### config.mk
export PLATFORM = sky130hd
export DESIGN_NAME = scr2_control_two
export DESIGN_NICKNAME = d
export VERILOG_FILES = /design/src/design/scr2_pkg.sv /design/src/design/scr2_trim_loader.sv /design/src/design/scr2_control_two.sv
export SDC_FILE = /design/constraint.sdc
export NUM_CORES = 1
export LEC_CHECK = 0
export BUFFER_PORTS_ARGS = -buffer_cell sky130_fd_sc_hd__buf_4
export CAP_MARGIN = 25
export CORE_MARGIN = 3
export CORE_UTILIZATION = 40
export DETAILED_ROUTE_END_ITERATION = 8
export PLACE_DENSITY = 0.64
export SKIP_LAST_GASP = 1
export SYNTH_ARGS = -nofsm -noshare
export SYNTH_HDL_FRONTEND = slang
export SYNTH_SLANG_ARGS = --single-unit
### constraint.sdc
create_clock -name clock_i -period 2.5 [get_ports clock_i]
set_input_delay 0.5 -clock clock_i [delete_from_list [all_inputs] [get_ports clock_i]]
set_output_delay 0.5 -clock clock_i [all_outputs]
set_load 0.005 [all_outputs]
### src/design/scr2_pkg.sv
// Constants shared by the control register two block
//
// Contract
// - Writing 1 to bit 7 copies factory trim from nonvolatile memory into calibration registers.
// - Hardware clears the trim reload bit when the trim copy finishes.
// - Trim reload starts at once on the write, with no other condition.
// - After power-up reset the trim contents are copied automatically.
// - Bit 6 selects interrupt polarity: 0 active high, 1 active low; reset 0.
// - Bit 5 selects interrupt drive: 0 push-pull, 1 open-drain; reset 0.
// - Bit 4 enables register address auto-increment in multi-byte access; reset 1.
// - Writing 1 to bit 2 returns all volatile registers to defaults.
// - Hardware clears the soft register clear bit when the clear completes.
// - Bit 1 selects low-current when 0, low-noise when 1; reset 0.
// - At 100 Hz or 200 Hz the noise bit is ignored, low-current used.
// - Writing 1 to bit 0 starts exactly one pressure and temperature measurement; the code starts it only when sample rate select is 000.
// - On single measurement completion: clear trigger, load outputs, update status.
// - Sample rate select 000 is power-down; other values run continuous acquisition.
// - After a single measurement the device returns to power-down by itself.
// - Codes 110 and 111 are 100 Hz and 200 Hz and disable low-noise.
package scr2_pkg;

  localparam logic [7:0] CONTROL_TWO_ADDR = 8'h11;

  localparam int TRIM_RELOAD_BIT   = 7;
  localparam int IRQ_POLARITY_BIT  = 6;
  localparam int IRQ_DRIVE_BIT     = 5;
  localparam int ADDR_INC_BIT      = 4;
  localparam int SOFT_CLEAR_BIT    = 2;
  localparam int NOISE_MODE_BIT    = 1;
  localparam int SINGLE_CONV_BIT   = 0;

  localparam logic IRQ_POLARITY_RST = 1'b0;
  localparam logic IRQ_DRIVE_RST    = 1'b0;
  localparam logic ADDR_INC_RST     = 1'b1;
  localparam logic NOISE_MODE_RST   = 1'b0;

  localparam logic [2:0] RATE_POWER_DOWN = 3'h0;
  localparam logic [2:0] RATE_100_HZ     = 3'h6;
  localparam logic [2:0] RATE_200_HZ     = 3'h7;

  localparam int CLOCK_PERIOD_NS   = 50;
  localparam int SOFT_CLEAR_TIME_NS = 1000;
  localparam int SOFT_CLEAR_CYCLES =
    (SOFT_CLEAR_TIME_NS + CLOCK_PERIOD_NS - 1) / CLOCK_PERIOD_NS;

  typedef enum logic [0:0] {
    SCR2_CONV_IDLE = 1'b0,
    SCR2_CONV_WAIT = 1'b1
  } scr2_conv_state_t;

endpackage

### src/design/scr2_trim_loader.sv
// Copies factory trim words from nonvolatile memory into calibration registers
`timescale 1ns/1ps
`default_nettype none
module scr2_trim_loader #(
  parameter int TRIM_WORDS = 8,
  parameter int TRIM_WIDTH = 8
) (
  // Clock and reset
  input  wire logic                             clock_i,
  input  wire logic                             rst_i,
  // Control
  input  wire logic                             start_i,
  output logic                                  busy_o,
  // Nonvolatile memory read port
  output logic                                  nvm_req_o,
  output logic [$clog2(TRIM_WORDS)-1:0]         nvm_addr_o,
  input  wire logic                             nvm_ack_i,
  input  wire logic [TRIM_WIDTH-1:0]            nvm_data_i,
  // Calibration registers
  output logic [TRIM_WORDS*TRIM_WIDTH-1:0]      trim_o
);
  localparam int AW = $clog2(TRIM_WORDS);
  localparam logic [AW-1:0] LAST_WORD = AW'(TRIM_WORDS - 1);

  logic [TRIM_WIDTH-1:0] trim_mem_ff [TRIM_WORDS];
  logic                  busy_ff;
  logic [AW-1:0]         addr_ff;

  // Reset itself starts the load, so power-up always ends with valid trim
  always_ff @(posedge clock_i) begin
    if (rst_i) begin
      busy_ff <= 1'b1;
      addr_ff <= '0;
    end else if (start_i) begin
      busy_ff <= 1'b1;
      addr_ff <= '0;
    end else if (busy_ff && nvm_ack_i) begin
      if (addr_ff == LAST_WORD) begin
        busy_ff <= 1'b0;
      end
      addr_ff <= addr_ff + 1'b1;
    end
  end

  // Trim words are not volatile, so they hold their values across reset
  always_ff @(posedge clock_i) begin
    if (busy_ff && nvm_ack_i) begin
      trim_mem_ff[addr_ff] <= nvm_data_i;
    end
  end

  always_comb begin
    for (int i = 0; i < TRIM_WORDS; i++) begin
      trim_o[i*TRIM_WIDTH +: TRIM_WIDTH] = trim_mem_ff[i];
    end
  end

  assign busy_o     = busy_ff;
  assign nvm_req_o  = busy_ff;
  assign nvm_addr_o = addr_ff;
endmodule
`default_nettype wire

### src/design/scr2_control_two.sv
// Control register two: trim reload, interrupt pad style, soft clear, noise and single conversion
`timescale 1ns/1ps
`default_nettype none
module scr2_control_two #(
  parameter int TRIM_WORDS = 8,
  parameter int TRIM_WIDTH = 8
) (
  // Clock and reset
  input  wire logic                             clock_i,
  input  wire logic                             rst_i,
  // Register port from the serial interface engine
  input  wire logic                             reg_wr_i,
  input  wire logic                             reg_rd_i,
  input  wire logic [7:0]                       reg_addr_i,
  input  wire logic [7:0]                       reg_wdata_i,
  output logic [7:0]                            reg_rdata_o,
  output logic                                  addr_inc_en_o,
  // Sample rate select from control register one
  input  wire logic [2:0]                       sample_rate_select_i,
  // Measurement core
  output logic                                  conv_start_o,
  input  wire logic                             conv_done_i,
  output logic                                  low_noise_o,
  output logic                                  cont_acq_o,
  output logic                                  power_down_o,
  // Volatile register clear to the rest of the register file
  output logic                                  soft_register_clear_o,
  // Interrupt pad
  input  wire logic                             irq_event_i,
  output logic                                  irq_pad_o,
  output logic                                  irq_pad_oe_o,
  // Nonvolatile memory and calibration
  output logic                                  nvm_req_o,
  output logic [$clog2(TRIM_WORDS)-1:0]         nvm_addr_o,
  input  wire logic                             nvm_ack_i,
  input  wire logic [TRIM_WIDTH-1:0]            nvm_data_i,
  output logic [TRIM_WORDS*TRIM_WIDTH-1:0]      trim_o,
  output logic                                  trim_busy_o
);
  localparam int CW = $clog2(scr2_pkg::SOFT_CLEAR_CYCLES + 1);
  localparam logic [CW-1:0] CLEAR_LAST = CW'(scr2_pkg::SOFT_CLEAR_CYCLES - 1);

  logic                        wr_hit;
  logic                        trim_start;
  logic                        trim_busy;
  logic                        irq_polarity_ff;
  logic                        irq_drive_type_ff;
  logic                        addr_inc_ff;
  logic                        noise_mode_ff;
  logic                        clear_busy_ff;
  logic [CW-1:0]               clear_cnt_ff;
  logic                        conv_start_ff;
  scr2_pkg::scr2_conv_state_t  conv_state_ff;
  logic [7:0]                  rdata_ff;
  logic                        low_noise_ff;
  logic                        cont_acq_ff;
  logic                        power_down_ff;
  logic                        irq_pad_ff;
  logic                        irq_pad_oe_ff;
  logic                        irq_level;
  logic                        fast_rate;

  assign wr_hit     = reg_wr_i && (reg_addr_i == scr2_pkg::CONTROL_TWO_ADDR);
  assign trim_start = wr_hit && reg_wdata_i[scr2_pkg::TRIM_RELOAD_BIT];
  assign fast_rate  = (sample_rate_select_i == scr2_pkg::RATE_100_HZ) ||
                      (sample_rate_select_i == scr2_pkg::RATE_200_HZ);

  scr2_trim_loader #(
    .TRIM_WORDS (TRIM_WORDS),
    .TRIM_WIDTH (TRIM_WIDTH)
  ) u_trim (
    .clock_i    (clock_i),
    .rst_i      (rst_i),
    .start_i    (trim_start),
    .busy_o     (trim_busy),
    .nvm_req_o  (nvm_req_o),
    .nvm_addr_o (nvm_addr_o),
    .nvm_ack_i  (nvm_ack_i),
    .nvm_data_i (nvm_data_i),
    .trim_o     (trim_o)
  );

  // Configuration bits; soft clear puts them back to their defaults
  always_ff @(posedge clock_i) begin
    if (rst_i || clear_busy_ff) begin
      irq_polarity_ff   <= scr2_pkg::IRQ_POLARITY_RST;
      irq_drive_type_ff <= scr2_pkg::IRQ_DRIVE_RST;
      addr_inc_ff       <= scr2_pkg::ADDR_INC_RST;
      noise_mode_ff     <= scr2_pkg::NOISE_MODE_RST;
    end else if (wr_hit) begin
      irq_polarity_ff   <= reg_wdata_i[scr2_pkg::IRQ_POLARITY_BIT];
      irq_drive_type_ff <= reg_wdata_i[scr2_pkg::IRQ_DRIVE_BIT];
      addr_inc_ff       <= reg_wdata_i[scr2_pkg::ADDR_INC_BIT];
      // Changing this outside power-down is the host's fault; we take it anyway
      noise_mode_ff     <= reg_wdata_i[scr2_pkg::NOISE_MODE_BIT];
    end
  end

  // Soft clear runs a fixed number of cycles, then the bit drops by itself
  always_ff @(posedge clock_i) begin
    if (rst_i) begin
      clear_busy_ff <= 1'b0;
      clear_cnt_ff  <= '0;
    end else if (clear_busy_ff) begin
      if (clear_cnt_ff == CLEAR_LAST) begin
        clear_busy_ff <= 1'b0;
      end
      clear_cnt_ff <= clear_cnt_ff + 1'b1;
    end else if (wr_hit && reg_wdata_i[scr2_pkg::SOFT_CLEAR_BIT]) begin
      clear_busy_ff <= 1'b1;
      clear_cnt_ff  <= '0;
    end
  end

  // Single conversion; a trigger outside power-down is dropped at once
  always_ff @(posedge clock_i) begin
    if (rst_i || clear_busy_ff) begin
      conv_state_ff <= scr2_pkg::SCR2_CONV_IDLE;
      conv_start_ff <= 1'b0;
    end else begin
      conv_start_ff <= 1'b0;
      case (conv_state_ff)
        scr2_pkg::SCR2_CONV_IDLE: begin
          if (wr_hit && reg_wdata_i[scr2_pkg::SINGLE_CONV_BIT] &&
              sample_rate_select_i == scr2_pkg::RATE_POWER_DOWN) begin
            conv_state_ff <= scr2_pkg::SCR2_CONV_WAIT;
            conv_start_ff <= 1'b1;
          end
        end
        scr2_pkg::SCR2_CONV_WAIT: begin
          if (conv_done_i) begin
            conv_state_ff <= scr2_pkg::SCR2_CONV_IDLE;
          end
        end
        default: conv_state_ff <= scr2_pkg::SCR2_CONV_IDLE;
      endcase
    end
  end

  // Mode outputs to the measurement core
  always_ff @(posedge clock_i) begin
    if (rst_i) begin
      low_noise_ff  <= 1'b0;
      cont_acq_ff   <= 1'b0;
      power_down_ff <= 1'b1;
    end else begin
      low_noise_ff  <= noise_mode_ff && !fast_rate;
      cont_acq_ff   <= sample_rate_select_i != scr2_pkg::RATE_POWER_DOWN;
      power_down_ff <= (sample_rate_select_i == scr2_pkg::RATE_POWER_DOWN) &&
                       (conv_state_ff == scr2_pkg::SCR2_CONV_IDLE);
    end
  end

  // Interrupt pad: open-drain only pulls low, released otherwise
  assign irq_level = irq_event_i ^ irq_polarity_ff;

  always_ff @(posedge clock_i) begin
    if (rst_i) begin
      irq_pad_ff    <= 1'b0;
      irq_pad_oe_ff <= 1'b1;
    end else if (irq_drive_type_ff) begin
      irq_pad_ff    <= 1'b0;
      irq_pad_oe_ff <= !irq_level;
    end else begin
      irq_pad_ff    <= irq_level;
      irq_pad_oe_ff <= 1'b1;
    end
  end

  // Read data, registered one cycle after the read strobe
  always_ff @(posedge clock_i) begin
    if (rst_i) begin
      rdata_ff <= 8'h00;
    end else if (reg_rd_i) begin
      if (reg_addr_i == scr2_pkg::CONTROL_TWO_ADDR) begin
        rdata_ff <= {trim_busy, irq_polarity_ff, irq_drive_type_ff, addr_inc_ff,
                     1'b0,
                     clear_busy_ff, noise_mode_ff,
                     conv_state_ff == scr2_pkg::SCR2_CONV_WAIT};
      end else begin
        rdata_ff <= 8'h00;
      end
    end
  end

  assign reg_rdata_o           = rdata_ff;
  assign addr_inc_en_o         = addr_inc_ff;
  assign conv_start_o          = conv_start_ff;
  assign low_noise_o           = low_noise_ff;
  assign cont_acq_o            = cont_acq_ff;
  assign power_down_o          = power_down_ff;
  assign soft_register_clear_o = clear_busy_ff;
  assign irq_pad_o             = irq_pad_ff;
  assign irq_pad_oe_o          = irq_pad_oe_ff;
  assign trim_busy_o           = trim_busy;
endmodule
`default_nettype wire

==> reports/metrics.cfg, run 1 <==
[drt]
route.vias.total = 2122
wire_per_inst_um = 15.1
avgViaCountPerCell = 4.82
drc = 0
firstDrtPassIters = 4
wirelength_um = 6620
dr.first_iter.drc_count = 74
antenna_left = 0

[status]
status = finished, final reports clean

[timing]
fin_worst_skew_ps = 9.28
tns_ps = 0
fin_crit_ps = 1650
tightest_slew_ps = 499
maxSlewHeadroom_pct = 66.6
clock.fmax_mhz = 606
maxSlewViolCount = 0
setup_viol = 0
holdWs_ps = 349
grt_setup_unrepaired = false
finalCritPeriodShare_pct = 66.0
hold_viol_final = 0

[global_routing]
grt_overflow = 0
grt_pass1_vias = 2000
grt_pass1_wl_um = 10000
grt_util_all_layers_pct = 14.5
antenna_found_initial = 0
grt_max_degree = 26

[placed_design]
numPortBuffers = 116
post-dp-hpwl_um = 4790
place_congestion = 0.759

[clocking]
cts_hold_buf = 0
clk_latency_ps = 340
clockRootBuffer = clkbuf_8
cts-buffers-inserted = 9
clock-sinks = 92
cts_buffer_depth = 2
cts_tree = built
path_clk_slew_ps = 90
cts_max_level = 3
cts_setup_buffers = 0
cts-resized-gates = 0

[floorplanning]
design.die.area_um2 = 9140
core_um2 = 7770
die_w_um = 95.6
fp-row-count = 32
initial_utilization_pct = 41.4
io-pin-count = 119
die_h_um = 95.6

[critical_path]
reg2reg_depth = 3
timing.rr.start = u_trim.nvm_addr_o[2]
startpoint = u_trim.nvm_addr_o[2]
worstPathMaxFanout = 8
endpoint_kind = register
crit_required_ps = 2550
critPathKind = reg2reg
critical_path_arrival_ps = 1700
setup.worst_path.start_class = register

[synth]
synth_edf_count = 64
ys_warn_count = 0
syn-num-nets = 242
ys_seq_area_share_pct = 77.3
synth-main-ff-cell = edfxtp_1
syn_inst = 205
ys_types = 37
synth-seq-cells = 92
avgSynthCellArea_um2 = 15.7
async_flop_share_pct = 0
netlist_area_um2 = 3210

[cells_and_area]
layout_common_cells = buf_4, edfxtp_1, dfxtp_1
final_nets = 370
seq_area_um2 = 2480
layout_commonest_cell = buf_4
n_antenna_cell = 0
post_route_cells_drive_above_1_share_pct = 44.1
post-route-util_pct = 57.4
multiInputGateArea_um2 = 676
syn_to_final_growth_pct = 38.8
fillers = 673

[min_path]
hp-class = in2reg
hold_depth = 2
min_from = sample_rate_select_i[2]

[job]
drv_cap = 0

[power_and_ir_drop]
ir_worst_vdd_uv = 300
p_leak_nw = 1.70
power_density_nw_per_um2 = 645

==> metal layers <==
layer  vias to the layer above  share of wire [%]  global-route usage, %
met2                       101                 45                   23.4
li1                       1034                  -                      -
met5                         -                  0                      0
met4                         0               0.77                   3.79
met1                       980                 44                   18.8
met3                         7                 10                   4.89
==> logic make-up (layout without fill, tap and decap cells) <==
group	after synthesis	in the layout	synth area share, %
flip-flops	92	92	77.3
AND/OR/NAND/NOR	64	64	12.0
AO/OA/AOI/OAI	25	25	5.18
buffers and inverters	12	145	1.91
multiplexers	5	5	1.56
adder cells (fa/ha/maj)	3	3	1.17
XOR/XNOR	3	3	0.818
other	1	1	0.117
==> final timing paths <==
| check | slack [ps] | to |
|---|---|---|
| setup reg to reg | 850 | u_trim.trim_mem_ff[5][2] |
| setup / recovery | 850 | u_trim.trim_mem_ff[5][2] |
| hold / removal | 350 | low_noise_o |
| hold reg to reg | 440 | irq_pad_oe_o |
==> cells in the mapped netlist, drive strengths merged (3+ instances only) <==
cell type	n	share of area, %
o311ai	4	1.1
dfxtp	28	17
nand3	4	0.62
nand4	8	1.6
nand2b	10	1.9
inv	3	0.35
nor3	8	1.8
a211oi	5	1.2
nor4	3	0.58
a21oi	9	1.4
mux2i	5	1.6
nand3b	3	0.70
edfxtp	64	60
ha	3	1.2
buf	4	0.97
nand2	13	1.5
clkbuf	5	0.58
nor2	8	0.93
==> metrics by stage <==
| stage | instances | setup WS (ps) | instance area, µm² | total power [mW] |
|---|---|---|---|---|
| after global routing | 440 | 742 | 4460 | 3.00 |
| after global placement | 424 | 571 | 4240 | 1.88 |
| after CTS | 440 | 832 | 4460 | 2.91 |
| after floorplan | 205 | 599 | 3210 | 1.76 |
| after detailed placement | 424 | 545 | 4240 | 1.88 |
| final | 440 | 849 | 4460 | 2.88 |
==> cell type report <==
| type | instances | share of cell area [%] |
|---|---|---|
| clock buffer | 9 | 2.78 |
| sequential | 92 | 55.7 |
| inverter | 3 | 0.252 |
| multi-input combinational | 101 | 15.1 |
| clock inverter | 7 | 2.10 |
| timing repair buffer | 126 | 21.2 |
| tap | 102 | 2.86 |
==> sequential cells by signal, summed over array words and instances (netlist names) <==
name	count
u_trim.trim_mem_ff	64
reg_rdata_o	7
clear_cnt_ff	5
u_trim.nvm_addr_o	3
addr_inc_en_o	1
cont_acq_o	1
conv_start_o	1
conv_state_ff	1
irq_drive_type_ff	1
irq_pad_o	1
irq_pad_oe_o	1
irq_polarity_ff	1
low_noise_o	1
noise_mode_ff	1
power_down_o	1
soft_register_clear_o	1
u_trim.busy_o	1
==> worst max-delay path, stage by stage (launching register included) <==
cell and delay (ps):
dfxtp_1 510, nand3_1 220, nor2_1 400, buf_4 240
==> report_power, final <==
group / total, mW / internal [mW] / switching (mW) / leakage, nW
Clock: 1.04 / 0.490 / 0.546 / 0.107
Sequential: 1.68 / 1.66 / 0.0154 / 0.808
Combinational: 0.168 / 0.0875 / 0.0801 / 0.789
Total: 2.88 / 2.24 / 0.641 / 1.70
Note: power is estimated with default switching activity, not from simulation.
==> inputs of run 2 (changes only) <==
==> constraint.sdc (replaced) <==
create_clock -name clock_i -period 1.56 [get_ports clock_i]
set_input_delay 0.312 -clock clock_i [delete_from_list [all_inputs] [get_ports clock_i]]
set_output_delay 0.312 -clock clock_i [all_outputs]
set_load 0.005 [all_outputs]
==> reports/metrics.cfg, run 2 (synthesized netlist as in run 1, its figures left out) <==
[status]
status = finished, final reports clean  ; unchanged

[power_and_ir_drop]
p_sw_mw = 0.932  ; was 0.641 mW
p_seq_share_pct = 57.5  ; was 58.2%
p_leak_nw = 1.78  ; was 1.70 nW
power_density_nw_per_um2 = 1020  ; was 645 nW/µm²
p_comb_share_pct = 6.4  ; was 5.8%
p_int_mw = 3.73  ; was 2.24 mW
ir_worst_vdd_uv = 383  ; was 300 µV
total_power_mw = 4.66  ; was 2.88 mW
swShare_pct = 20.0  ; was 22.3%
p_clk_share_pct = 36.1  ; was 36.0%

[global_routing]
grt_pass1_wl_um = 9970  ; was 10000 µm
grt-busiest-layer = met2  ; unchanged
use_met2_pct = 24.7  ; was 23.4%
gr-usage-met3_pct = 5.29  ; was 4.89%
antenna_found_initial = 0  ; unchanged
use_met1_pct = 17.8  ; was 18.8%
grt_max_degree = 16  ; was 26
grt_overflow = 0  ; unchanged
grt_pass1_vias = 1970  ; was 2000
grt_util_all_layers_pct = 14.9  ; was 14.5%

[critical_path]
setup.worst_path.start_class = register  ; unchanged
critPathKind = reg2reg  ; unchanged
crit_path_cell_trace = nand2_1, nor4_2, buf_4  ; was nand3_1, nor2_1, buf_4
endpoint_kind = register  ; unchanged
crit_path_top_delay_cell = dfxtp_1  ; unchanged
worstPathMaxFanout = 6  ; was 8
slowest_delay_ps = 460  ; was 510 ps
critical_path_arrival_ps = 1510  ; was 1700 ps
crit_required_ps = 1610  ; was 2550 ps

[cells_and_area]
layout_common_cells = buf_4, edfxtp_1, dfxtp_1  ; unchanged
final_nets = 384  ; was 370
layout_commonest_cell = buf_4  ; unchanged
regMostFlops = u_trim.trim_mem_ff  ; unchanged
syn_to_final_growth_pct = 42.8  ; was 38.8%
post_route_cells_drive_above_1_share_pct = 46.3  ; was 44.1%
largest_reg_flops = 64  ; unchanged
fillers = 650  ; was 673
n_antenna_cell = 0  ; unchanged

[timing]
holdWs_ps = 144  ; was 349 ps
maxSlewViolCount = 0  ; unchanged
tns_ps = 0  ; unchanged
finalCritPeriodShare_pct = 93.2  ; was 66.0%
fin_worst_skew_ps = 8.56  ; was 9.28 ps
clock.fmax_mhz = 688  ; was 606 MHz
fin_crit_ps = 1450  ; was 1650 ps
grt_setup_unrepaired = true  ; was false
setup_viol = 0  ; unchanged
hold_viol_final = 0  ; unchanged

[placed_design]
place_congestion = 0.770  ; was 0.759
numPortBuffers = 116  ; unchanged
post-dp-hpwl_um = 5040  ; was 4790 µm

[drt]
drc = 0  ; unchanged
wirelength_um = 6710  ; was 6620 µm
avgViaCountPerCell = 4.81  ; was 4.82
dr.first_iter.drc_count = 105  ; was 74
firstDrtPassIters = 4  ; unchanged
route.vias.total = 2182  ; was 2122
antenna_left = 0  ; unchanged
wire_per_inst_um = 14.8  ; was 15.1 µm

[clocking]
clock-sinks = 92  ; unchanged
path_clk_slew_ps = 90  ; about the same
cts_buffer_depth = 2  ; unchanged
cts_max_level = 3  ; unchanged
cts_setup_buffers = 0  ; unchanged
clk_latency_ps = 350  ; was 340 ps
cts_tree = built  ; unchanged
cts-buffers-inserted = 9  ; unchanged
clockRootBuffer = clkbuf_8  ; unchanged

[floorplanning]
core_um2 = 7770  ; unchanged
die_w_um = 95.6  ; unchanged
design.die.area_um2 = 9140  ; unchanged
fp-row-count = 32  ; unchanged
die_h_um = 95.6  ; unchanged
initial_utilization_pct = 41.4  ; unchanged
io-pin-count = 119  ; unchanged

[job]
drv_cap = 0  ; unchanged

[min_path]
hp-class = in2reg  ; unchanged

[run 2: changes by cell type in the layout (fill, tap and decap cells not counted)]
cell       change
buf_12         +1
buf_4         +13
bufinv_16      +1
clkbuf_1       +2
clkinv_8       -1
inv_8          -2
nor3_1         -2
nor3_2         +2
[run 2: stage by stage]
| step | instances | area [µm²] | setup slack (ps) | utilization, % |
|---|---|---|---|---|
| 2_1_floorplan | 205 | 3220 | -93.7 | - |
| 3_3_place_gp | 438 | 4370 | -138 | 56.2 |
| 3_5_place_dp | 438 | 4370 | -177 | 56.2 |
| 4_1_cts | 454 | 4580 | 102 | 59.0 |
| 5_1_grt | 454 | 4590 | 1.94 | 59.1 |
| 6_report | 454 | 4590 | 106 | 59.1 |
[run 2: critical path, delay by kind of cell (launching register included)]
kind / cells / cell delay (ps)
buf+inv: 1 / 250
flops: 1 / 460
simple gates: 2 / 450
[run 2: repair_timing]
item,4_1_cts,5_1_grt
hold buffers,0,0
resized for setup,0,1
setup endpoints to repair,0,5
hold endpoints to repair,0,0
[run 2: layout make-up]
cell class	instances	area (µm²)	share of cell area (%)
sequential	92	2480	54.1
timing repair buffer	140	1060	23.2
multi-input combinational	101	686	14.9
clock buffer	11	131	2.86
tap	102	128	2.78
clock inverter	5	85.1	1.85
inverter	3	11.3	0.245
[run 2: path summary, 6_finish.rpt]
path | from | end | slack, ps | depth (start not counted)
worst max-delay path | u_trim.busy_o | u_trim.trim_mem_ff[0][1] | 110 | 3
worst min-delay path | sample_rate_select_i[2] | low_noise_o | 140 | 2
worst max register to register | u_trim.busy_o | u_trim.trim_mem_ff[0][1] | 110 | 3
worst min register to register | irq_drive_type_ff | irq_pad_oe_o | 430 | 1
[run 2: per-layer routing]
metal  vias up  wire length, µm
met2       109             3240
li1       1061                -
met3         8              730
met1      1004             2640
met4         0               88
met5         -                0
[run 2: power by group through the flow]
stage	sequential, mW	clock (mW)	combinational [mW]
detailed placement	2.74	0	0.301
global route	2.69	1.85	0.327
CTS	2.69	1.73	0.302
finish	2.68	1.68	0.297
global placement	2.74	0	0.295
floorplan	2.75	0	0.0811
==> inputs of run 3 (changes only) <==
--- a/config.mk
+++ b/config.mk
@@ -8,9 +8,9 @@
 export BUFFER_PORTS_ARGS = -buffer_cell sky130_fd_sc_hd__buf_4
 export CAP_MARGIN = 25
 export CORE_MARGIN = 3
-export CORE_UTILIZATION = 40
+export CORE_UTILIZATION = 30
 export DETAILED_ROUTE_END_ITERATION = 8
-export PLACE_DENSITY = 0.64
+export PLACE_DENSITY = 0.5
 export SKIP_LAST_GASP = 1
 export SYNTH_ARGS = -nofsm -noshare
 export SYNTH_HDL_FRONTEND = slang
==> reports/metrics.cfg, run 3 (synthesized netlist as in run 1, its figures left out) <==
[drt]
wire_per_inst_um = 15.2  ; was 14.8 µm
wirelength_um = 7400  ; was 6710 µm
drc = 0  ; unchanged
wl_met3_um = 873  ; was 730 µm
top_layer = met4  ; unchanged
antenna_left = 0  ; unchanged
firstDrtPassIters = 4  ; unchanged
dr_wl_met2_um = 3370  ; was 3240 µm
drt-met1-wl_um = 3120  ; was 2640 µm
dr.first_iter.drc_count = 67  ; was 105
avgViaCountPerCell = 4.40  ; was 4.81
route.vias.total = 2147  ; was 2182

[power_and_ir_drop]
p_clk_share_pct = 33.5  ; was 36.1%
power_density_nw_per_um2 = 974  ; was 1020 nW/µm²
total_power_mw = 4.48  ; was 4.66 mW
p_int_mw = 3.44  ; was 3.73 mW
p_leak_nw = 1.76  ; was 1.78 nW
swShare_pct = 23.3  ; was 20.0%
p_sw_mw = 1.05  ; was 0.932 mW
p_comb_share_pct = 6.6  ; was 6.4%
p_seq_share_pct = 59.9  ; was 57.5%
ir_worst_vdd_uv = 426  ; was 383 µV

[cells_and_area]
multiInputGateArea_um2 = 686  ; unchanged
seq_area_um2 = 2480  ; unchanged
post_route_cells_drive_above_1_share_pct = 46.9  ; was 46.3%
layout_common_cells = buf_4, edfxtp_1, dfxtp_1  ; unchanged
final_cell_count_no_fill = 488  ; was 454
layout_commonest_cell = buf_4  ; unchanged
final_nets = 384  ; unchanged
n_antenna_cell = 0  ; unchanged
fillers = 965  ; was 650
regMostFlops = u_trim.trim_mem_ff  ; unchanged
largest_reg_flops = 64  ; unchanged
syn_to_final_growth_pct = 43.2  ; was 42.8%

[timing]
fin_crit_ps = 1390  ; was 1450 ps
tns_ps = 0  ; unchanged
maxSlewViolCount = 0  ; unchanged
fin_worst_skew_ps = 14.7  ; was 8.56 ps
fin_ws_ps = 167  ; was 106 ps
setup_viol = 0  ; unchanged
hold_viol_final = 0  ; unchanged
grt_setup_unrepaired = false  ; was true
clock.fmax_mhz = 718  ; was 688 MHz
finalCritPeriodShare_pct = 89.3  ; was 93.2%

[min_path]
hold_depth = 2  ; unchanged
min_from = sample_rate_select_i[2]  ; unchanged
hp-class = in2reg  ; unchanged
holdPathEnd = low_noise_o  ; unchanged

[critical_path]
rrSetupSlack_ps = 170  ; was 110 ps
timing.rr.start = u_trim.nvm_addr_o[0]  ; was u_trim.busy_o
crit_path_top_delay_cell = dfxtp_1  ; unchanged
slowest_delay_ps = 410  ; was 460 ps
worstReg2RegEnd = u_trim.trim_mem_ff[2][3]  ; was u_trim.trim_mem_ff[0][1]
critical_path_arrival_ps = 1460  ; was 1510 ps
endpoint_kind = register  ; unchanged
path_delay_family = simple AND/OR/NAND/NOR gates  ; was flip-flops
worstPathMaxFanout = 8  ; was 6
setup.worst_path.start_class = register  ; unchanged
critPathKind = reg2reg  ; unchanged
crit_required_ps = 1620  ; was 1610 ps
crit_path_cell_trace = nand2b_1, nor3_1, buf_4  ; was nand2_1, nor4_2, buf_4
worst-path-buf-inv = 1  ; unchanged
reg2reg_depth = 3  ; unchanged

[clocking]
cts-resized-gates = 0  ; unchanged
clk_latency_ps = 350  ; about the same
path_clk_slew_ps = 100  ; was 90 ps
cts_max_level = 3  ; unchanged
cts_tree = built  ; unchanged
cts-buffers-inserted = 9  ; unchanged
clock-sinks = 92  ; unchanged
cts_setup_buffers = 0  ; unchanged
cts_buffer_depth = 2  ; unchanged
cts_hold_buf = 0  ; unchanged
clockRootBuffer = clkbuf_8  ; unchanged

[placed_design]
pre_cts_ws_ps = -164  ; was -177 ps
place_congestion = 0.722  ; was 0.770
post-dp-hpwl_um = 5400  ; was 5040 µm
numPortBuffers = 116  ; unchanged
dp_cells = 472  ; was 438

[floorplanning]
die_w_um = 109  ; was 95.6 µm
initial_utilization_pct = 31.0  ; was 41.4%
core_um2 = 10400  ; was 7770 µm²
io-pin-count = 119  ; unchanged
fp-row-count = 37  ; was 32
design.die.area_um2 = 12000  ; was 9140 µm²
die_h_um = 109  ; was 95.6 µm

[status]
status = finished, final reports clean  ; unchanged

[global_routing]
grt_pass1_wl_um = 11200  ; was 9970 µm
antenna_found_initial = 0  ; unchanged
grt_max_degree = 19  ; was 16
grt_util_all_layers_pct = 12.5  ; was 14.9%
grt_overflow = 0  ; unchanged
grt_pass1_vias = 2131  ; was 1970

[job]
drv_cap = 0  ; unchanged

-- run 3: cell types whose count changed in the layout (fill, tap and decap cells not counted) --
cell        delta
clkbuf_1       -2
inv_8          +3
clkinvlp_4     +2
clkinv_4       -1
bufinv_16      -2
-- run 3: power by group through the flow --
stage	clock, mW	sequential (mW)	combinational, mW
after floorplan	0	2.75	0.0811
after global placement	0	2.74	0.303
after detailed placement	0	2.74	0.305
after CTS	1.57	2.69	0.305
after global routing	1.68	2.69	0.331
final	1.50	2.68	0.297
-- run 3: worst max-delay path by stage --
stage / startpoint / to / cells after the start
floorplan: u_trim.busy_o / u_trim.trim_mem_ff[1][0] / 2
global placement: reg_addr_i[1] / clear_cnt_ff[2] / 4
detailed placement: reg_addr_i[1] / clear_cnt_ff[2] / 4
CTS: u_trim.nvm_addr_o[0] / u_trim.trim_mem_ff[2][3] / 3
global route: u_trim.nvm_addr_o[1] / u_trim.trim_mem_ff[2][3] / 3
finish: u_trim.nvm_addr_o[0] / u_trim.trim_mem_ff[2][3] / 3
-- run 3: layout make-up --
cell class | count | area share, %
Clock buffer | 9 | 2.69
Tap cell | 136 | 3.70
Clock inverter | 7 | 1.41
Timing Repair Buffer | 140 | 23.1
Sequential cell | 92 | 53.9
Multi-Input combinational cell | 101 | 14.9
Inverter | 3 | 0.245
-- run 3: worst register-to-register path, delay by kind of cell (launching register included) --
kind,cells,cell delay [ps]
buffers and inverters,1,220
AND/OR/NAND/NOR,2,480
flip-flops,1,410
-- run 3: through the flow --
stage,util (%),instance area (µm²),hold WS [ps]
2_1_floorplan,-,3220,386
3_3_place_gp,42.6,4410,432
3_5_place_dp,42.6,4410,438
4_1_cts,44.4,4600,138
5_1_grt,44.4,4600,127
6_report,44.4,4600,164
-- run 3: per-layer routing --
layer | vias to the layer above | GRT usage (%)
met2 | 110 | 19.4
met5 | - | 0
li1 | 1057 | -
met3 | 2 | 5.23
met4 | 0 | 3.21
met1 | 978 | 16.1
